File: config.mk
export PLATFORM = sky130hd
export DESIGN_NAME = lcss_top
export DESIGN_NICKNAME = d
export VERILOG_FILES = /design/src/lcss_pkg.sv /design/src/lcss_fifo.sv /design/src/lcss_top.sv
export VERILOG_INCLUDE_DIRS = /design/src
export SDC_FILE = /design/constraint.sdc
export NUM_CORES = 1
export LEC_CHECK = 0
export BUFFER_PORTS_ARGS = -buffer_cell sky130_fd_sc_hd__buf_2
export CAP_MARGIN = 20
export CORE_UTILIZATION = 56
export CTS_BUF_LIST = sky130_fd_sc_hd__clkbuf_16
export CTS_CLUSTER_SIZE = 20
export DETAILED_ROUTE_END_ITERATION = 8
export HOLD_SLACK_MARGIN = 0.06
export PLACE_DENSITY = 0.77
export SLEW_MARGIN = 10
export SYNTH_ARGS = -nofsm -noshare
export SYNTH_HDL_FRONTEND = slang
export SYNTH_SLANG_ARGS = --single-unit
File: constraint.sdc
create_clock -name clk_sys -period 3.4 [get_ports clk_sys]
set_clock_uncertainty 0.15 [all_clocks]
set_input_delay 0.68 -clock clk_sys [delete_from_list [all_inputs] [get_ports clk_sys]]
set_output_delay 0.68 -clock clk_sys [all_outputs]
set_load 0.02 [all_outputs]
File: src/lcss_consts.svh
// Purpose: named constants of the common scan shifter
// Assumes: included by bare name
// Notes: level codes are the values on the per-row select outputs
`ifndef LCSS_CONSTS_SVH
`define LCSS_CONSTS_SVH
`define LCSS_STAGES 32
`define LCSS_FIFO_DEPTH 8
`define LCSS_FIFO_WIDTH 1
`define LCSS_LVL_FIRST 2'h0
`define LCSS_LVL_SECOND 2'h1
`define LCSS_LVL_THIRD 2'h2
`define LCSS_LVL_FOURTH 2'h3
`define LCSS_LVL_W 2
`define LCSS_PAIR_LOW_LOW 2'h0
`define LCSS_PAIR_LOW_HIGH 2'h1
`define LCSS_PAIR_HIGH_LOW 2'h2
`define LCSS_PAIR_HIGH_HIGH 2'h3
`define LCSS_BIT_RESET 1'h0
`endif

File: src/lcss_pkg.sv
// Purpose: types of the common scan shifter
// Assumes: nothing
// Notes: level code values live in lcss_consts.svh
package lcss_pkg;
	typedef logic [1:0] lcss_level_t;
	typedef logic [31:0] lcss_stages_t;
endpackage

File: src/lcss_fifo.sv
// Purpose: small synchronous fifo with valid/ready on both sides
// Assumes: single clock, synchronous active-high reset
// Notes: depth must be a power of two
`timescale 1ns/1ps
module lcss_fifo #(
	parameter int WIDTH = 1,
	parameter int DEPTH = 8
) (
	// clock and reset
	input wire logic clk_sys,
	input wire logic reset,
	// fill side
	input wire logic in_valid,
	input wire logic [WIDTH-1:0] in_data,
	output logic in_ready,
	// drain side
	output logic out_valid,
	output logic [WIDTH-1:0] out_data,
	input wire logic out_ready
);
	localparam int AW = $clog2(DEPTH);
	logic [WIDTH-1:0] mem_q [DEPTH];
	logic [AW-1:0] wr_q, wr_d, rd_q, rd_d;
	logic [AW:0] cnt_q, cnt_d;
	logic push, pop;

	assign in_ready = (cnt_q != DEPTH[AW:0]);
	assign out_valid = (cnt_q != '0);
	assign out_data = mem_q[rd_q];
	assign push = in_valid && in_ready;
	assign pop = out_valid && out_ready;

	always_comb begin
		wr_d = push ? wr_q + 1'b1 : wr_q;
		rd_d = pop ? rd_q + 1'b1 : rd_q;
		cnt_d = cnt_q;
		if (push && !pop) begin
			cnt_d = cnt_q + 1'b1;
		end else if (pop && !push) begin
			cnt_d = cnt_q - 1'b1;
		end
	end

	always_ff @(posedge clk_sys) begin
		if (reset) begin
			wr_q <= '0;
			rd_q <= '0;
			cnt_q <= '0;
		end else begin
			wr_q <= wr_d;
			rd_q <= rd_d;
			cnt_q <= cnt_d;
		end
	end

	// storage needs no reset: a word is only read after it was written
	always_ff @(posedge clk_sys) begin
		if (push) begin
			mem_q[wr_q] <= in_data;
		end
	end
endmodule // lcss_fifo

File: src/lcss_top.sv
// Purpose: 32-stage common row scan shifter with four-level row select
// Assumes: all inputs synchronous to clk_sys; shift_clock slower than clk_sys/2
// Notes: the shift clock is sampled, not used as a clock
`timescale 1ns/1ps
`include "lcss_consts.svh"

module lcss_top (
	// clock and reset
	input wire logic clk_sys,
	input wire logic reset,
	// link from the timing controller
	input wire logic shift_clock,
	input wire logic scan_serial_in,
	input wire logic frame_alternation,
	// drain stall, e.g. freezing the rows while the panel is blanked
	input wire logic scan_hold,
	// cascade and status
	output logic scan_serial_out,
	output logic scan_ready,
	// per-row level select, row n at bits [2n+1:2n]
	output logic [2*`LCSS_STAGES-1:0] common_row_outputs
);
	// edge detector on the sampled shift clock
	logic clk_prev_q, clk_prev_d;
	logic edge_fall;
	// fifo between capture and shift
	logic fifo_in_ready, fifo_out_valid, fifo_out_ready, fifo_pop;
	logic [`LCSS_FIFO_WIDTH-1:0] fifo_out_data;
	// stage bits gathered from the per-stage flops
	wire lcss_pkg::lcss_stages_t stage_bits;
	wire lcss_pkg::lcss_stages_t stage_feed;
	// fifo space status
	logic ready_q, ready_d;

	// edge group: the sample resets low so an idle-low clock right
	// after reset is not taken for a falling edge
	always_comb begin
		clk_prev_d = shift_clock;
	end

	always_ff @(posedge clk_sys) begin
		if (reset) begin
			clk_prev_q <= `LCSS_BIT_RESET;
		end else begin
			clk_prev_q <= clk_prev_d;
		end
	end

	assign edge_fall = clk_prev_q && !shift_clock;

	// the fifo decouples capture from the shift; if scan_hold stays high
	// for more than eight edges, later bits are dropped and scan_ready shows it
	lcss_fifo #(
		.WIDTH(`LCSS_FIFO_WIDTH),
		.DEPTH(`LCSS_FIFO_DEPTH)
	) i_lcss_fifo (
		.clk_sys(clk_sys),
		.reset(reset),
		.in_valid(edge_fall),
		.in_data(scan_serial_in),
		.in_ready(fifo_in_ready),
		.out_valid(fifo_out_valid),
		.out_data(fifo_out_data),
		.out_ready(fifo_out_ready)
	);

	assign fifo_out_ready = !scan_hold;
	assign fifo_pop = fifo_out_valid && fifo_out_ready;

	// stage one takes the fifo head, every other stage its lower neighbour
	assign stage_feed = {stage_bits[`LCSS_STAGES-2:0], fifo_out_data[0]};

	// one flop and one level select per stage; the select is taken from the
	// next stage value so a row lands together with the stage it follows
	genvar gi;
	generate
		for (gi = 0; gi < `LCSS_STAGES; gi++) begin : g_stage
			logic bit_q, bit_d;
			lcss_pkg::lcss_level_t code_q, code_d;

			always_comb begin
				bit_d = bit_q;
				if (fifo_pop) begin
					bit_d = stage_feed[gi];
				end
				case ({bit_d, frame_alternation})
					`LCSS_PAIR_LOW_LOW: begin
						code_d = `LCSS_LVL_SECOND;
					end
					`LCSS_PAIR_LOW_HIGH: begin
						code_d = `LCSS_LVL_FOURTH;
					end
					`LCSS_PAIR_HIGH_LOW: begin
						code_d = `LCSS_LVL_THIRD;
					end
					`LCSS_PAIR_HIGH_HIGH: begin
						code_d = `LCSS_LVL_FIRST;
					end
					default: begin
						code_d = `LCSS_LVL_SECOND;
					end
				endcase
			end

			// stages are cleared although only 32 shifts make them meaningful;
			// a known start is cheaper to check than an undefined one
			always_ff @(posedge clk_sys) begin
				if (reset) begin
					bit_q <= `LCSS_BIT_RESET;
					code_q <= `LCSS_LVL_SECOND;
				end else begin
					bit_q <= bit_d;
					code_q <= code_d;
				end
			end

			assign stage_bits[gi] = bit_q;
			assign common_row_outputs[`LCSS_LVL_W*gi +: `LCSS_LVL_W] = code_q;
		end
	endgenerate

	// status group: a registered copy of fifo space, one cycle late
	always_comb begin
		ready_d = fifo_in_ready;
	end

	always_ff @(posedge clk_sys) begin
		if (reset) begin
			ready_q <= `LCSS_BIT_RESET;
		end else begin
			ready_q <= ready_d;
		end
	end

	assign scan_serial_out = stage_bits[`LCSS_STAGES-1];
	assign scan_ready = ready_q;
endmodule // lcss_top

==> summary.md <==
| Metric | Value |
|---|---|
| WL final | between 8000 and 9000 um |
| Wire length per cell | around 14 um |
| Syn nets | 466 |
| Setup Fix Bufs, Post-CTS | 0 |
| Fill cells | 560 |
| Overflow after GRT | 0 |
| Share of cells above drive strength 1 | approximately a quarter |
| Final worst path period need | roughly 3.0 ns |
| Rows | 32 |
| R2R Path End | i_lcss_fifo.cnt_q[3] |
| Count of different cell masters after synthesis | 34 |
| Number of buffers created by CTS | 17 |
| Final setup vio count | 0 |
| PostCTS Resize Cnt | 0 |
| GRT Overall Usage | between 20% and 30% |
| Slowest stage cell on the critical path | or4b_1 |
| Max Cap Viol | 0 |
| Commonest non-fill, non-tap cells in the layout | dfxtp_1, buf_2, ha_1 |
| Critical Path Max Stage Delay | 0.59 ns |
| Final WS setup | ~0.38 ns |
| Vias | between 2000 and 3000 |
| Startpoint Class | register |
| Critical path, cell by cell | or4b_1 > and3b_1 > ha_1 > inv_1 > ha_1 > a21oi_1 > a211oi_1 > a31oi_1 > mux2_1 |
| Die ar. | 0.00868 sq mm |
| Unrepaired setup endpoints after global routing | no |
| Cts hold-fix bufs | 0 |
| Fin util | between 70% and 80% |
| Register area share after synthesis | 52.9% |
| Post-Syn Area per Cell | 11.9 sq um |
| 1st-iter DRT viols | 82 |
| Vias in the first global route | 2941 |
| Synth top area cells | dfxtp_1, ha_1, mux2i_1 |
| Die H | 93.2 um |
| N_diodes | 0 |
| Relative slew margins | 35.1% |
| CP top delay family | simple AND/OR/NAND/NOR gates |
| Fin. Hold Viols | 0 |
| Placer Congestion | 0.710 |
| Buffers and inverters on the worst path | 1 |
| Status | finished clean |
| Post-Route Setup TNS | 0 ns |
| Initial Util | 59.0% |
| Synthesized flop and latch total | 119 |
| Worst reg2reg path depth | 9 |
| Crit-path most repeated cell | ha_1 |
| Worst Tran Pin Value | ~0.97 ns |
| Largest net degree at the start of global routing | 111 |
| FF-to-FF Start | i_lcss_fifo.cnt_q[0] |
| Peak supply drop | 0.424 mV |
| PD cells | 685 mW/mm^2 |
| Residual DRC | 0 |
| Synth warn | 0 |
| Crit end category | register |
| Stages on worst setup path | 9 |
| Pre-antenna DRT Iters | 4 |
| Setup WS pre-CTS | 0.422 ns |
| WP data arrival | 3.14 ns |
| Max Freq | 332 MHz |
| Dpl hpwl | 4950 um |
| Clock Tree Buf Depth | 2 |
| Leak Pwr | 0.00243 uW |
| Worst Hold Class | register to register |
| Final period utilization | 88.7% |
| Worst-skew pair later-pin latency | around 0.40 ns |
| Worst setup endpoint | i_lcss_fifo.cnt_q[3] |
| Clk sink count | 119 |
| Syn Inst Count | 390 |
| Post-layout net count | ~540 |
| Critical path type | register to register |
| Worst EP required | 3.53 ns |
| Area leader, netlist | dfxtp_1 |
| Vias/cell | just under 5 |
| First-pass GRT wire length | around 13000 um |
| Antenna Nets Post-Route | 0 |
| Htree depth | 4 |
| Final-report max-slew violation count | 0 |
| CORE AREA | between 0.007 and 0.008 sq mm |
| Critical Path Source | i_lcss_fifo.cnt_q[0] |
| Hold Slack | roughly 0.37 ns |
| R2r setup slk | roughly 0.38 ns |
| Layout overhead on the synthesized area | 22.4% |
| Port Buf Inserts | 71 |
| Crit Path Max Fanout | 5 |
| Synth top area share | 47.8% |
| TritonCTS clock tree | done |
| Mapped cell area | 0.00465 sq mm |
| Total power draw | 3900 uW |
| I/O pin total | 72 |
| Commonest non-fill, non-tap cell in the layout | dfxtp_1 |
| Initial antenna violation count | 0 |
| Die width | 93.2 um |
| CTS Root Cell | clkbuf_16 |
| Clock Pin Slew Worst Setup and Hold Paths | 0.05 ns |
## state kept, by name, indices dropped and copies added, names as in the netlist, named ones only
name / cells
scan_ready: 1
g_stage.code_q: 64
scan_serial_out: 1
i_lcss_fifo.mem_q: 8
clk_prev_q: 1
i_lcss_fifo.wr_q: 3
i_lcss_fifo.cnt_q: 4
i_lcss_fifo.rd_q: 3
g_stage.bit_q: 31
## synth_stat cells
cell type	count
buf_4	3
nand2_1	2
a21oi_1	2
a21oi_2	1
edfxtp_1	8
inv_2	1
and4b_1	1
ha_1	69
nor2b_1	35
nand3_1	1
nor3_1	2
clkbuf_1	13
mux2_1	1
xnor2_1	4
nand2b_1	2
nand2b_2	1
nor2_2	1
nor2_1	50
inv_1	2
xor2_1	1
a211oi_1	1
nor4_2	1
mux2_2	1
or4b_1	1
nor3b_1	1
a31oi_1	1
fa_1	1
buf_6	1
and3b_1	1
nand2b_4	1
mux4_2	2
mux2i_1	35
dfxtp_1	111
or3_1	32
## layout make-up
class                   instances  area, sq um  area share, %
flip-flops and latches        119         2460           43.2
multi-input cells             251         2100           36.9
clock buffers                  17          425           7.47
repair buffers                 74          380           6.68
clock inverters                15          186           3.27
well taps                     102          128           2.24
inverters                       3         11.3          0.198
## logic make-up (layout without fill, tap and decap cells)
logic type / Yosys count / in the layout / synth area share, %
and+or+nand+nor: 132 / 132 / 15.5
DFF: 119 / 119 / 52.9
adders and majority gates: 70 / 70 / 19.0
muxes: 39 / 39 / 8.98
buffers and inverters: 20 / 109 / 2.02
AOI/OAI and AO/OA: 5 / 5 / 0.699
xor gates and xnor gates: 5 / 5 / 0.941
## worst register-to-register path, cell delays in order (launching register included)
cell,delay [ns]
dfxtp_1,0.37
or4b_1,0.59
and3b_1,0.28
ha_1,0.25
inv_1,0.14
ha_1,0.29
a21oi_1,0.21
a211oi_1,0.10
a31oi_1,0.19
mux2_1,0.34
## routing by layer
metal,track usage [%],up-vias,part of all wire (%)
met5,0,-,0
met3,6.67,17,3.8
li1,-,1471,-
met2,33.8,56,49
met1,24.0,1339,45
met4,9.74,0,1.9
## how the worst min path moves through the flow
stage | from | end | cells after the start
global placement | i_lcss_fifo.wr_q[0] | i_lcss_fifo.wr_q[0] | 2
CTS | shift_clock | clk_prev_q | 2
detailed placement | i_lcss_fifo.wr_q[0] | i_lcss_fifo.wr_q[0] | 2
finish | i_lcss_fifo.wr_q[0] | i_lcss_fifo.wr_q[0] | 2
global route | i_lcss_fifo.wr_q[0] | i_lcss_fifo.wr_q[0] | 2
floorplan | i_lcss_fifo.rd_q[2] | register | 2
## per-stage QoR
stage | cells | cell area [sq um]
2_1_floorplan | 390 | 4650
3_3_place_gp | 549 | 5080
3_5_place_dp | 549 | 5080
4_1_cts | 581 | 5700
5_1_grt | 581 | 5700
6_report | 581 | 5700
## power by group
part           internal [uW]  leakage [uW]  switching (uW)  total, uW
registers               1500      0.000983            51.9       1550
clock network           1220      0.000299             617       1830
logic                    226       0.00115             295        521
Power figures use the tool's default switching activity.
